File: src/acp_cfg.svh
// Constants for the host-pin and modem-pin front end of the serial element
// Operation
// - Register-select inputs choose the accessed register
// - Strobe low passes selects, high holds
// - Selected only when high, high, low
// - Clear-to-send in bit 4, change bit 0
// - Clear-to-send interrupt only without auto flow
// - Auto mode lets clear-to-send gate transmitter
// - Carrier in bit 7, change bit 3
// - Set-ready in bit 5, change bit 1
// - Terminal-ready follows control bit, off in loopback
// - Driver disable high unless host reads
// - Interrupt output for four cause groups
// - Interrupt drops when serviced or reset
// - Master reset clears registers and outputs
// - Rate clock is reference over divisor
// - Eight-bit data bus, tri-stated when idle
// - Either read strobe reads while selected
// - Receiver runs from separate sixteen-times clock
`ifndef ACP_CFG_SVH
`define ACP_CFG_SVH
`define ACP_MSR_DCTS      0
`define ACP_MSR_DDSR      1
`define ACP_MSR_TERI      2
`define ACP_MSR_DDCD      3
`define ACP_MSR_CTS       4
`define ACP_MSR_DSR       5
`define ACP_MSR_RI        6
`define ACP_MSR_DCD       7
`define ACP_MCR_DTR       0
`define ACP_MCR_RTS       1
`define ACP_MCR_OUT1      2
`define ACP_MCR_OUT2      3
`define ACP_MCR_LOOP      4
`define ACP_MCR_AFE       5
`define ACP_IER_MSI       3
`define ACP_ADDR_MCR      3'h4
`define ACP_ADDR_MSR      3'h6
`define ACP_MCR_RESET     8'h00
`define ACP_DIV_RESET     16'h0001
`endif

File: src/acp_pkg.sv
// Types shared by the serial element front end
package acp_pkg;
  typedef logic [7:0] acp_byte_t;
  typedef logic [2:0] acp_addr_t;
  typedef enum logic [1:0] {ACP_IDLE, ACP_READ, ACP_WRITE} acp_acc_t;
endpackage

File: src/acp_top.sv
// Host bus, modem pin and rate clock front end of the serial element
`timescale 1ns/1ps
`include "acp_cfg.svh"
module acp_top (
  // Clock and synchronous reset
  input  wire logic              clock,
  input  wire logic              rst_b,
  input  wire logic              master_reset_in,
  // Host address and selection pins
  input  wire logic              reg_sel_bit0,
  input  wire logic              reg_sel_bit1,
  input  wire logic              reg_sel_bit2,
  input  wire logic              select_latch_strobe_n,
  input  wire logic              chip_sel_hi_a,
  input  wire logic              chip_sel_hi_b,
  input  wire logic              chip_sel_lo_n,
  // Host strobes and data bus
  input  wire logic              read_strobe_low_active_n,
  input  wire logic              read_strobe_high_active,
  input  wire logic              write_strobe_n,
  input  wire acp_pkg::acp_byte_t data_in,
  output acp_pkg::acp_byte_t     data_out,
  output logic                   data_oe,
  output logic                   transceiver_disable_out,
  output logic                   irq_out,
  // Interrupt sources from the rest of the element
  input  wire logic              rx_error_pending,
  input  wire logic              rx_data_pending,
  input  wire logic              rx_timeout_pending,
  input  wire logic              fifo_mode,
  input  wire logic              thr_empty_pending,
  input  wire logic [3:0]        irq_enable,
  // Modem pins
  input  wire logic              cts_n,
  input  wire logic              dsr_n,
  input  wire logic              dcd_n,
  input  wire logic              ri_n,
  output logic                   dtr_n,
  output logic                   rts_n,
  output logic                   out1_n,
  output logic                   out2_n,
  // Transmit gating, receiver clock and divisor
  output logic                   tx_allow,
  input  wire logic              rx_clock_16x,
  output logic                   rx_tick,
  input  wire logic [15:0]       divisor,
  output logic                   tx_rate_clock_out
);
  import acp_pkg::*;

  // ------------------------------------------------------------------
  // Input synchronisers
  // ------------------------------------------------------------------
  localparam int NSYNC = 15;
  logic [NSYNC-1:0] raw_in;
  logic [NSYNC-1:0] sync_a;
  logic [NSYNC-1:0] sync_b;
  assign raw_in = {rx_clock_16x, master_reset_in, ri_n, dcd_n, dsr_n,
                   cts_n, write_strobe_n, read_strobe_high_active,
                   read_strobe_low_active_n, chip_sel_lo_n, chip_sel_hi_b,
                   chip_sel_hi_a, select_latch_strobe_n, reg_sel_bit2,
                   reg_sel_bit1};
  // Bit 0 carries reg_sel_bit1; bit0 sampled separately below
  logic [1:0] a0_sync;
  // Reset to idle pin levels so no false change or strobe follows reset
  localparam logic [NSYNC-1:0] SYNC_IDLE = 15'h1F60;

  genvar gi;
  generate
    for (gi = 0; gi < NSYNC; gi++) begin : g_sync
      always_ff @(posedge clock) begin
        if (!rst_b) begin
          sync_a[gi] <= SYNC_IDLE[gi];
          sync_b[gi] <= SYNC_IDLE[gi];
        end else begin
          sync_a[gi] <= raw_in[gi];
          sync_b[gi] <= sync_a[gi];
        end
      end
    end
  endgenerate

  always_ff @(posedge clock) begin
    if (!rst_b) begin
      a0_sync <= 2'b00;
    end else begin
      a0_sync <= {a0_sync[0], reg_sel_bit0};
    end
  end

  logic s_a1, s_a2, s_ads_n, s_cs0, s_cs1, s_cs2_n, s_rd_n, s_rd;
  logic s_wr_n, s_cts_n, s_dsr_n, s_dcd_n, s_ri_n, s_mr, s_rclk;
  assign {s_rclk, s_mr, s_ri_n, s_dcd_n, s_dsr_n, s_cts_n, s_wr_n, s_rd,
          s_rd_n, s_cs2_n, s_cs1, s_cs0, s_ads_n, s_a2, s_a1} = sync_b;

  logic rst_all;
  assign rst_all = !rst_b || s_mr;

  // ------------------------------------------------------------------
  // Address strobe latch and chip select
  // ------------------------------------------------------------------
  acp_addr_t held_addr;
  logic      held_cs;
  acp_addr_t sel_addr;
  logic      sel_cs;
  logic      live_cs;

  assign live_cs  = s_cs0 && s_cs1 && !s_cs2_n;
  assign sel_addr = s_ads_n ? held_addr : {s_a2, s_a1, a0_sync[1]};
  assign sel_cs   = s_ads_n ? held_cs : live_cs;

  // Follows the pins while low, so the rising edge leaves the last value
  always_ff @(posedge clock) begin
    if (rst_all) begin
      held_addr <= 3'h0;
      held_cs   <= 1'b0;
    end else if (!s_ads_n) begin
      held_addr <= {s_a2, s_a1, a0_sync[1]};
      held_cs   <= live_cs;
    end
  end

  // ------------------------------------------------------------------
  // Access decode
  // ------------------------------------------------------------------
  function automatic acp_acc_t decode_acc(input logic cs, input logic rd_n,
                                          input logic rd, input logic wr_n);
    if (!cs)
      return ACP_IDLE;
    else if (!rd_n || rd)
      return ACP_READ;
    else if (!wr_n)
      return ACP_WRITE;
    else
      return ACP_IDLE;
  endfunction

  acp_acc_t acc;
  acp_acc_t prev_acc;
  logic     msr_read_done;
  logic     mcr_write;
  assign acc = decode_acc(sel_cs, s_rd_n, s_rd, s_wr_n);

  always_ff @(posedge clock) begin
    if (rst_all) begin
      prev_acc <= ACP_IDLE;
    end else begin
      prev_acc <= acc;
    end
  end

  // Status clears at the end of the read, after the host sampled it
  assign msr_read_done = (prev_acc == ACP_READ) && (acc != ACP_READ) &&
                         (sel_addr == `ACP_ADDR_MSR);
  assign mcr_write = (acc == ACP_WRITE) && (prev_acc != ACP_WRITE) &&
                     (sel_addr == `ACP_ADDR_MCR);

  // ------------------------------------------------------------------
  // Modem control register
  // ------------------------------------------------------------------
  acp_byte_t modem_control_reg;
  always_ff @(posedge clock) begin
    if (rst_all) begin
      modem_control_reg <= `ACP_MCR_RESET;
    end else if (mcr_write) begin
      modem_control_reg <= data_in;
    end
  end

  logic loop_mode;
  assign loop_mode = modem_control_reg[`ACP_MCR_LOOP];

  // Loopback parks every control output high
  always_ff @(posedge clock) begin
    if (rst_all) begin
      dtr_n  <= 1'b1;
      rts_n  <= 1'b1;
      out1_n <= 1'b1;
      out2_n <= 1'b1;
    end else begin
      dtr_n  <= loop_mode || !modem_control_reg[`ACP_MCR_DTR];
      rts_n  <= loop_mode || !modem_control_reg[`ACP_MCR_RTS];
      out1_n <= loop_mode || !modem_control_reg[`ACP_MCR_OUT1];
      out2_n <= loop_mode || !modem_control_reg[`ACP_MCR_OUT2];
    end
  end

  // ------------------------------------------------------------------
  // Modem status with change bits
  // ------------------------------------------------------------------
  logic [3:0] lvl_now;
  logic [3:0] lvl_prev;
  logic [3:0] delta;
  logic [3:0] change;
  logic       auto_cts;

  // In loopback the status reflects the control bits instead of the pins
  assign lvl_now = loop_mode ?
      {modem_control_reg[`ACP_MCR_OUT2], modem_control_reg[`ACP_MCR_OUT1],
       modem_control_reg[`ACP_MCR_DTR], modem_control_reg[`ACP_MCR_RTS]} :
      {!s_dcd_n, !s_ri_n, !s_dsr_n, !s_cts_n};
  assign auto_cts = modem_control_reg[`ACP_MCR_AFE];

  always_ff @(posedge clock) begin
    if (rst_all) begin
      lvl_prev <= 4'h0;
    end else begin
      lvl_prev <= lvl_now;
    end
  end

  // Order dcd, ri, dsr, cts; ring change only on trailing edge
  assign change = {lvl_now[3] ^ lvl_prev[3],
                   lvl_prev[2] && !lvl_now[2],
                   lvl_now[1] ^ lvl_prev[1],
                   lvl_now[0] ^ lvl_prev[0]};

  // A change in the clearing cycle survives the clear
  always_ff @(posedge clock) begin
    if (rst_all) begin
      delta <= 4'h0;
    end else if (msr_read_done) begin
      delta <= change;
    end else begin
      delta <= delta | change;
    end
  end

  acp_byte_t msr_value;
  assign msr_value = {lvl_now[3], lvl_now[2], lvl_now[1], lvl_now[0],
                      delta[3], delta[2], delta[1], delta[0]};

  // ------------------------------------------------------------------
  // Host data bus and driver disable
  // ------------------------------------------------------------------
  always_ff @(posedge clock) begin
    if (rst_all) begin
      data_out                <= 8'h00;
      data_oe                 <= 1'b0;
      transceiver_disable_out <= 1'b1;
    end else begin
      data_oe                 <= (acc == ACP_READ);
      transceiver_disable_out <= (acc != ACP_READ);
      case (sel_addr)
        `ACP_ADDR_MSR: data_out <= msr_value;
        `ACP_ADDR_MCR: data_out <= modem_control_reg;
        default:       data_out <= 8'h00;
      endcase
    end
  end

  // ------------------------------------------------------------------
  // Interrupt and transmit gating
  // ------------------------------------------------------------------
  logic modem_irq;
  // Clear-to-send changes stay quiet while hardware owns the transmitter
  assign modem_irq = irq_enable[`ACP_IER_MSI] &&
      (|delta[3:1] || (delta[0] && !auto_cts));

  always_ff @(posedge clock) begin
    if (rst_all) begin
      irq_out  <= 1'b0;
      tx_allow <= 1'b1;
    end else begin
      irq_out  <= (irq_enable[2] && rx_error_pending) ||
                  (irq_enable[0] && (rx_data_pending ||
                   (fifo_mode && rx_timeout_pending))) ||
                  (irq_enable[1] && thr_empty_pending) ||
                  modem_irq;
      tx_allow <= !auto_cts || lvl_now[0];
    end
  end

  // ------------------------------------------------------------------
  // Rate clocks
  // ------------------------------------------------------------------
  logic rate_tick;
  logic rclk_prev;
  acp_baud_div #(
    .WIDTH(16)
  ) u_div (
    .clock     (clock),
    .rst_b     (!rst_all),
    .divisor   (divisor),
    .rate_tick (rate_tick)
  );

  always_ff @(posedge clock) begin
    if (rst_all) begin
      tx_rate_clock_out <= 1'b0;
      rclk_prev         <= 1'b0;
      rx_tick           <= 1'b0;
    end else begin
      tx_rate_clock_out <= rate_tick;
      rclk_prev         <= s_rclk;
      rx_tick           <= s_rclk && !rclk_prev;
    end
  end

  // ------------------------------------------------------------------
  // Checks
  // ------------------------------------------------------------------
  property p_transceiver_disable_out;
    @(posedge clock) disable iff (rst_all)
      (acc == ACP_READ) |=> !transceiver_disable_out && data_oe;
  endproperty
  a_transceiver_disable_out: assert property (p_transceiver_disable_out) else $error("transceiver_disable_out not low on read");

  property p_nosel;
    @(posedge clock) disable iff (rst_all)
      !sel_cs |=> !data_oe;
  endproperty
  a_nosel: assert property (p_nosel) else $error("bus driven unselected");

  property p_dtr;
    @(posedge clock) disable iff (rst_all)
      loop_mode |=> dtr_n;
  endproperty
  a_dtr: assert property (p_dtr) else $error("dtr active in loop");

  property p_dcts;
    @(posedge clock) disable iff (rst_all)
      (change[0] && !msr_read_done) ##1 !msr_read_done [*3]
        |-> delta[0];
  endproperty
  a_dcts: assert property (p_dcts) else $error("cts change lost");

  property p_ddcd;
    @(posedge clock) disable iff (rst_all)
      change[3] |=> delta[3];
  endproperty
  a_ddcd: assert property (p_ddcd) else $error("dcd change lost");

  property p_ddsr;
    @(posedge clock) disable iff (rst_all)
      change[1] |=> delta[1];
  endproperty
  a_ddsr: assert property (p_ddsr) else $error("dsr change lost");

  property p_autocts;
    @(posedge clock) disable iff (rst_all)
      (auto_cts && !lvl_now[0]) |=> !tx_allow;
  endproperty
  a_autocts: assert property (p_autocts) else $error("tx not gated");

  property p_ctsirq;
    @(posedge clock) disable iff (rst_all)
      (auto_cts && delta[0] && !(|delta[3:1]) && !rx_error_pending &&
       !rx_data_pending && !rx_timeout_pending && !thr_empty_pending)
        |=> !irq_out;
  endproperty
  a_ctsirq: assert property (p_ctsirq) else $error("cts irq in auto");
endmodule

File: src/acp_baud_div.sv
// Baud rate divider producing the sixteen-times transmit rate clock
`timescale 1ns/1ps
`include "acp_cfg.svh"
module acp_baud_div #(
  parameter int WIDTH = 16
) (
  // Clock and reset
  input  wire logic             clock,
  input  wire logic             rst_b,
  // Divisor and output
  input  wire logic [WIDTH-1:0] divisor,
  output logic                  rate_tick
);
  logic [WIDTH-1:0] count;

  // Zero divisor treated as one so the tick never stalls
  always_ff @(posedge clock) begin
    if (!rst_b) begin
      count     <= '0;
      rate_tick <= 1'b0;
    end else if (count + 1'b1 >= divisor) begin
      count     <= '0;
      rate_tick <= 1'b1;
    end else begin
      count     <= count + 1'b1;
      rate_tick <= 1'b0;
    end
  end
endmodule

File: config.mk
export PLATFORM = sky130hd
export DESIGN_NAME = acp_top
export DESIGN_NICKNAME = d
export VERILOG_FILES = /design/src/acp_pkg.sv /design/src/acp_top.sv /design/src/acp_baud_div.sv
export VERILOG_INCLUDE_DIRS = /design/src
export SDC_FILE = /design/constraint.sdc
export NUM_CORES = 1
export LEC_CHECK = 0
export BUFFER_PORTS_ARGS = -buffer_cell sky130_fd_sc_hd__buf_2
export CAP_MARGIN = 10
export CORE_ASPECT_RATIO = 1.4
export CORE_MARGIN = 2
export CORE_UTILIZATION = 45
export CTS_CLUSTER_SIZE = 16
export DETAILED_ROUTE_END_ITERATION = 10
export HOLD_SLACK_MARGIN = 0.05
export PLACE_DENSITY = 0.69
export SETUP_SLACK_MARGIN = 0.05
export SLEW_MARGIN = 20
export SYNTH_ARGS = -nofsm -noshare
export SYNTH_HDL_FRONTEND = slang
export SYNTH_SLANG_ARGS = --single-unit
export TNS_END_PERCENT = 1
File: constraint.sdc
create_clock -name clock -period 4.7 [get_ports clock]
set_input_delay 0.705 -clock clock [delete_from_list [all_inputs] [get_ports clock]]
set_output_delay 0.705 -clock clock [all_outputs]
set_load 0.05 [all_outputs]
==> impl_results.md, run 1 <==
* Core footprint at 0.00736 sq mm
* Synthesis Warnings at 0
* Outcome: finished clean
* Netlist Area Pre-Place at about 0.0034 sq mm
* GPL Wtd Cong at just over 0.8
* Vias in the first global route at between 2000 and 2500
* Complex-gate fraction of the synthesized area at 0.0649
* Fin Hold WS at around 400 ps
* Share of layout cells above drive strength 1 at 0.234
* Register bank with the most flops: u_div.count
* Max Cap Violations at 0
* Placed cells at around 490
* Routed len/inst at about 11 um
* Syn Area/Cell at roughly 10 sq um
* Post-CTS setup buffer count at 0
* Setup violators final at 0
* Die height at between 100 and 150 um
* DRT Pass-1 Iters at 4
* Die width at slightly below 80 um
* Setup TNS at 0 ps
* Area grow syn2layout at 18.7%
* Via count at between 2000 and 2500
* Drt drc at 0
* Main flop type after synthesis: dfxtp_1
* Distinct cells, synth at 46
* Count of mapped cells out of synthesis at 335
* Final #Nets at around 470
* Final ANT Viol Nets at 0
* Clock Latency Late Sink at around 350 ps
* Yosys reg bits at 90
* Row cnt at 37
* Dpl cell area at just under 0.004 sq mm
* Final Power at 1.44 mW
* TritonCTS clock tree: yes
* Routed vias/inst at between 4 and 5
* Crit. End Element: register
* Adder-Cell Fraction of Synth Area at 0.0620
* Actual slew at the worst max-slew pin at roughly 710 ps
* Critical Path AT at between 3000 and 4000 ps
* Commonest non-fill, non-tap cell in the layout: dfxtp_1
* First-pass GRT wire length at between 10 and 15 mm
* Largest family of logic cells by synthesized area: simple AND/OR/NAND/NOR gates
* Synth async-reset ratio at 0
* Xor/xnor share of the synthesized area at 0.0434
* Finished Layout Cells at 507
* Dpl hpwl at between 4 and 5 mm
* Crit Path Class: register to register
* Final hold vios at 0
* Pleak at ~1.8 nW
* Pwr Density at roughly 350 mW/mm^2
* Max FFs per register at 16
* Crit-path max FO at 16
* ANT cells at 0
* FF+latch area at 0.00180 sq mm
* Hold Path Class: register to register
* Max Slew Vio Count at 0
* Resized cells post-CTS at 0
* Num Clock Sinks at 90
* PortBufs at slightly below 70
* CP Data Required Time at roughly 5000 ps
* Final Critical Period at about 3100 ps
* Slew HR at 0.528
* GRT Residual Overflow at 0
* Layout Utilization at 0.554
* Area of the multi-input gates at around 0.0015 sq mm
* Seq/Total Area, Yosys at 0.525
* Simple-gate area share of the yosys netlist at 0.213
* Startpoint types: register
* Setup ws final at about 1600 ps
* Unrepaired setup endpoints after global routing: no
* Setup WS pre-CTS at between 1500 and 2000 ps
* Mux contribution to synthesized area at 0.0474
* Period utilization at 0.667
* Design Area, Final at approximately 0.0041 sq mm
* Root buf cell: clkbuf_8
* Die ar. at roughly 0.0084 sq mm
* Total CTS buffers at 9
* Fill count at between 600 and 700
* Highest-count cells in the layout ignoring fill and taps: dfxtp_1 (90), buf_2 (68), inv_1 (28)
* Mapped Nets at roughly 400
* CTS Buffer Depth at 2
* Worst IR drop on VDD at around 0.00026 V
* Initial antenna violation count at 0
* Post-CTS Hold Buffers at 0
* Ports at 69
* Initial Util at 0.466
* Biggest regs: u_div.count (16), sync_a (15)
* Worst Skew at approximately 8.7 ps
* Largest net degree at the start of global routing at 35
* Fmax at 319 MHz
* Final wirelength at approximately 5.7 mm
* Post-synth EDFFs at 0
* Clock transition at path regs at roughly 80 ps
* GRT Util Overall at 0.157
* Htree depth at 3
* 1st-iter DRT viols at 83
synth_stat cells, types with 3 or more instances:
cell,number,area share
nand3_1,6,0.0087
ha_1,17,0.062
and3_1,3,0.0055
nand2b_1,17,0.031
nand4_1,3,0.0055
nand2_1,13,0.014
o21ai_0,5,0.0073
nor2_1,27,0.030
xor2_1,7,0.018
a22o_1,6,0.015
nor2b_1,14,0.026
and2_1,23,0.042
a21oi_1,9,0.013
nor2b_2,3,0.0077
clkbuf_1,8,0.0087
dfxtp_1,90,0.52
inv_1,28,0.031
xnor2_1,10,0.026
nor3_1,3,0.0044
mux2i_1,14,0.041
layout make-up:
cell class | count | area share
sequential | 90 | 0.442
clock buffer | 12 | 0.0356
tap | 97 | 0.0298
inverter | 28 | 0.0258
clock inverter | 4 | 0.0184
multi-input combinational | 207 | 0.363
timing repair buffer | 69 | 0.0854
kinds of logic (layout without fill, tap and decap cells):
family,after synthesis,count (layout)
adders and majority gates,17,17
xor gates and xnor gates,17,17
and+or+nand+nor,126,126
buffers and inverters,38,113
AOI/OAI and AO/OA,32,32
DFF,90,90
muxes,15,15
critical path, stage by stage, from the launching register on:
cell	delay, ps
dfxtp_1	400
ha_1	220
inv_1	70
or4_1	540
xnor2_1	200
ha_1	260
nand2_1	80
o21ai_0	80
a22oi_1	240
nand4_1	600
and2b_1	390
where the power goes:
| group | leakage (nW) | total, mW | internal (mW) | switching (mW) |
|---|---|---|---|---|
| Clock | 0.103 | 0.563 | 0.314 | 0.249 |
| Sequential | 0.734 | 0.790 | 0.782 | 0.00864 |
| Combinational | 1.01 | 0.0825 | 0.0410 | 0.0414 |
layer usage:
layer | GRT usage | routed length, um | part of all wire | vias up
met5 | 0 | 0 | 0 | -
li1 | - | - | - | 1236
met4 | 0.0727 | 100 | 0.017 | 0
met2 | 0.272 | 2860 | 0.50 | 65
met3 | 0.0621 | 357 | 0.062 | 9
met1 | 0.167 | 2420 | 0.42 | 1030
worst paths after layout:
check	start	to	slack (ps)	cells after the start
max	u_div.count[0]	u_div.count[4]	1560	10
min	rclk_prev	rx_tick	400	1
max reg2reg	u_div.count[0]	u_div.count[4]	1560	10
min reg2reg	rclk_prev	rx_tick	400	1
(Power assumes the default switching activity.)
==> run 2, diff against run 1 <==
--- a/config.mk
+++ b/config.mk
@@ -6,6 +6,7 @@
 export SDC_FILE = /design/constraint.sdc
 export NUM_CORES = 1
 export LEC_CHECK = 0
+export ABC_AREA = 1
 export BUFFER_PORTS_ARGS = -buffer_cell sky130_fd_sc_hd__buf_2
 export CAP_MARGIN = 10
 export CORE_ASPECT_RATIO = 1.4
==> constraint.sdc (replaced) <==
create_clock -name clock -period 3.15 [get_ports clock]
set_input_delay 0.4725 -clock clock [delete_from_list [all_inputs] [get_ports clock]]
set_output_delay 0.4725 -clock clock [all_outputs]
set_load 0.05 [all_outputs]
==> run 2 against run 1 <==
  * Power grew 70%
  * Register-to-register slack lost 1100 ps
  * Flip-flop and latch count is the same
  * Critical path type unchanged
  * Combinational power up 77%
  * Routed wire length rose by 20%
  * Area after synthesis up 8.0%
==> impl_results.md, run 2 <==
* Mapped Nets at ~540
* Die height at 111 um
* Highest-count cells in the layout ignoring fill and taps: nand2_1 (101), inv_1 (92), dfxtp_1 (90)
* Fmax at between 300 and 400 MHz
* Max stage delay on crit path at 450 ps
* Top cells by count, synth: nand2_1 (101), inv_1 (92), dfxtp_1 (90)
* Met3 GRT Util at 0.0292
* Hold EP: a0_sync[0]
* Hold Path Class: input pin to register
* Hold_sp: reg_sel_bit0
* Final wirelength at 6.90 mm
* ANT cells at 0
* Final #Nets at 614
* Resized cells post-CTS at 0
* Total CTS buffers at 9
* Post-synth EDFFs at 0
* Core footprint at approximately 0.0081 sq mm
* Worst hold stages at 3
* Synth async-reset ratio at 0
* Final ANT Viol Nets at 0
* Netlist Area Pre-Place at ~0.0037 sq mm
* Net Sw Frac at 0.205
* Crit-path max FO at 16
* Internal Pwr Total at approximately 2 mW
* Synth top area share at 0.486
* Largest net degree at the start of global routing at 28
* Crit Path Class: register to register
* Via count at 2911
* Root buf cell: clkbuf_16
* Register bank with the most flops: u_div.count
* Actual slew at the worst max-slew pin at between 600 and 700 ps
* Die width at approximately 81 um
* Clock Latency Late Sink at roughly 330 ps
* PortBufs at 68
* Routed vias/inst at between 4 and 5
* Initial antenna violation count at 0
* GPL Wtd Cong at about 0.84
* WP depth at 17
* CP cell instances: ha_1 > nand3_1 > nor2_1 > inv_1 > nor2_1 > xor2_1 > inv_1 > ha_1 > nand2_1 > inv_1 > nand2_1 > nand2_1 > nor2_1 > nand2_1 > nand2_1 > nand3_1 > nor2_1
* Max FFs per register at 16
* First-pass GRT wire length at 11.9 mm
* Setup TNS at 0 ps
* Row cnt at 39
* Outcome: finished clean
* Unrepaired setup endpoints after global routing: no
* Worst Skew at 5.48 ps
* Yosys reg bits at 90
* Reg2reg path depth at 17
* CP Data Required Time at around 3400 ps
* Critical path's slowest cell: nand3_1
* Busiest metal layer after global routing: met2
* Dpl hpwl at ~5.2 mm
* Syn Area/Cell at a little under 8 sq um
* Design Area, Final at around 0.0045 sq mm
* Routed len/inst at 10.6 um
* P_sw at 0.501 mW
* Buffers & Inverters on Critical Path at 3
* Share of layout cells above drive strength 1 at 0.230
* Pwr Density at 549 mW/mm^2
* Routing usage on met1 at 0.185
* Final Critical Period at between 2000 and 3000 ps
* 1st-iter DRT viols at just over 100
* Post-CTS Hold Buffers at 0
* DRT Pass-1 Iters at 4
* Main flop type after synthesis: dfxtp_1
* Combinational share of power at 0.060
* Initial Util at 0.458
* Synthesis Warnings at 0
* Worst IR drop on VDD at roughly 0.00034 V
* Commonest non-fill, non-tap cell in the layout: nand2_1
* GRT Residual Overflow at 0
* Max Cap Violations at 0
* Max Slew Vio Count at 0
* Htree depth at 3
* Post-CTS setup buffer count at 0
* Most common cell on crit path: nand2_1
* CP top delay family: simple AND/OR/NAND/NOR gates
* Seq/Total Area, Yosys at 0.486
* Pleak at 2.30 nW
* Area grow syn2layout at 20.2%
* Startpoint types: register
* Slew HR at 0.565
* Final hold vios at 0
* Period utilization at 0.861
* Crit. End Element: register
* Most common cell in the synthesized netlist: nand2_1
* Critical Path AT at 2960 ps
* GRT Util Overall at 0.167
* Count of mapped cells out of synthesis at around 470
* R2R setup slack at between 400 and 500 ps
* Ports at slightly below 70
* Flop pwr share at 0.482
* Top post-synthesis cells by area: dfxtp_1 (49%), nand2_1 (10%), inv_1 (9.3%)
* Vias in the first global route at about 2900
* Setup violators final at 0
* CTS Buffer Depth at 2
* Distinct cells, synth at 29
* Met2 usage at 0.313
* Drt drc at 0
* Reg2reg end: u_div.count[15]
* Die ar. at ~0.009 sq mm
* Biggest regs: u_div.count (16), sync_a (15)
* Clock power share at 0.458
* Clock transition at path regs at approximately 60 ps
* Worst R2R Start: u_div.count[0]
* Synth area leader: dfxtp_1
* Fill count at roughly 790
* TritonCTS clock tree: yes
* Dpl cell area at ~0.0041 sq mm
* Num Clock Sinks at 90
==> run 2: cell types whose count changed in the layout (fill, tap and decap cells not counted), moves of 10 or more <==
cell,previous run,this run
nor2_2,0,16
inv_1,28,92
mux2i_1,14,0
nor2_1,27,48
or2_2,1,14
and2_1,23,0
nor2b_1,14,0
nand2_1,13,101
nand3_1,6,16
nand2b_1,17,0
==> run 2: power groups by stage <==
stage / combinational (mW) / clock, mW / sequential [mW]
2_1_floorplan: 0.0897 / 0 / 1.21
4_1_cts: 0.149 / 1.14 / 1.18
5_1_grt: 0.170 / 1.19 / 1.18
3_3_place_gp: 0.143 / 0 / 1.20
3_5_place_dp: 0.148 / 0 / 1.21
6_report: 0.146 / 1.12 / 1.18
==> run 2: worst max path at each step <==
stage | endpoint | startpoint | slack [ps]
2_1_floorplan | u_div.count[11] | u_div.count[0] | 840
3_3_place_gp | u_div.count[11] | u_div.count[0] | 530
3_5_place_dp | u_div.count[3] | u_div.count[0] | 410
4_1_cts | u_div.count[3] | u_div.count[0] | 390
5_1_grt | u_div.count[8] | u_div.count[0] | 60
6_report | u_div.count[15] | u_div.count[0] | 440
==> run 2: stage by stage <==
stage | util | power [mW] | setup slack (ps) | hold slack (ps) | instances
after floorplan | - | 1.30 | 840 | 373 | 474
after global placement | 0.510 | 1.35 | 528 | 379 | 637
after detailed placement | 0.510 | 1.35 | 413 | 384 | 637
after CTS | 0.550 | 2.47 | 392 | 316 | 653
after global routing | 0.550 | 2.55 | 61.4 | 323 | 653
final | 0.550 | 2.45 | 438 | 324 | 653
==> run 2: cell type report <==
cell class / count / area [sq um] / share of cell area
flip-flops and latches: 90 / 1800 / 0.404
multi-input cells: 278 / 1490 / 0.334
inverters: 98 / 368 / 0.0826
repair buffers: 69 / 348 / 0.0781
clock buffers: 12 / 246 / 0.0553
well taps: 102 / 128 / 0.0287
clock inverters: 4 / 75.1 / 0.0169
==> run 2: per-layer routing <==
layer | up-vias | wire length (um)
met5 | - | 0
met4 | 0 | 79
met3 | 6 | 284
met2 | 59 | 3560
met1 | 1280 | 2980
li1 | 1566 | -
==> run 2: logic make-up after synthesis <==
kind of cell | after synthesis | synth area share
adders and majority gates | 17 | 0.0574
xor gates and xnor gates | 12 | 0.0284
AOI/OAI and AO/OA | 34 | 0.0523
and+or+nand+nor | 215 | 0.263
DFF | 90 | 0.486
buffers and inverters | 106 | 0.112
==> run 2: worst register-to-register path, cell delays in order, from the launching register on <==
cell,delay [ps]
dfxtp_1,370
ha_1,200
nand3_1,120
nor2_1,150
inv_1,70
nor2_1,110
xor2_1,190
inv_1,60
ha_1,260
nand2_1,60
inv_1,50
nand2_1,60
nand2_1,50
nor2_1,90
nand2_1,60
nand2_1,70
nand3_1,450
nor2_1,220
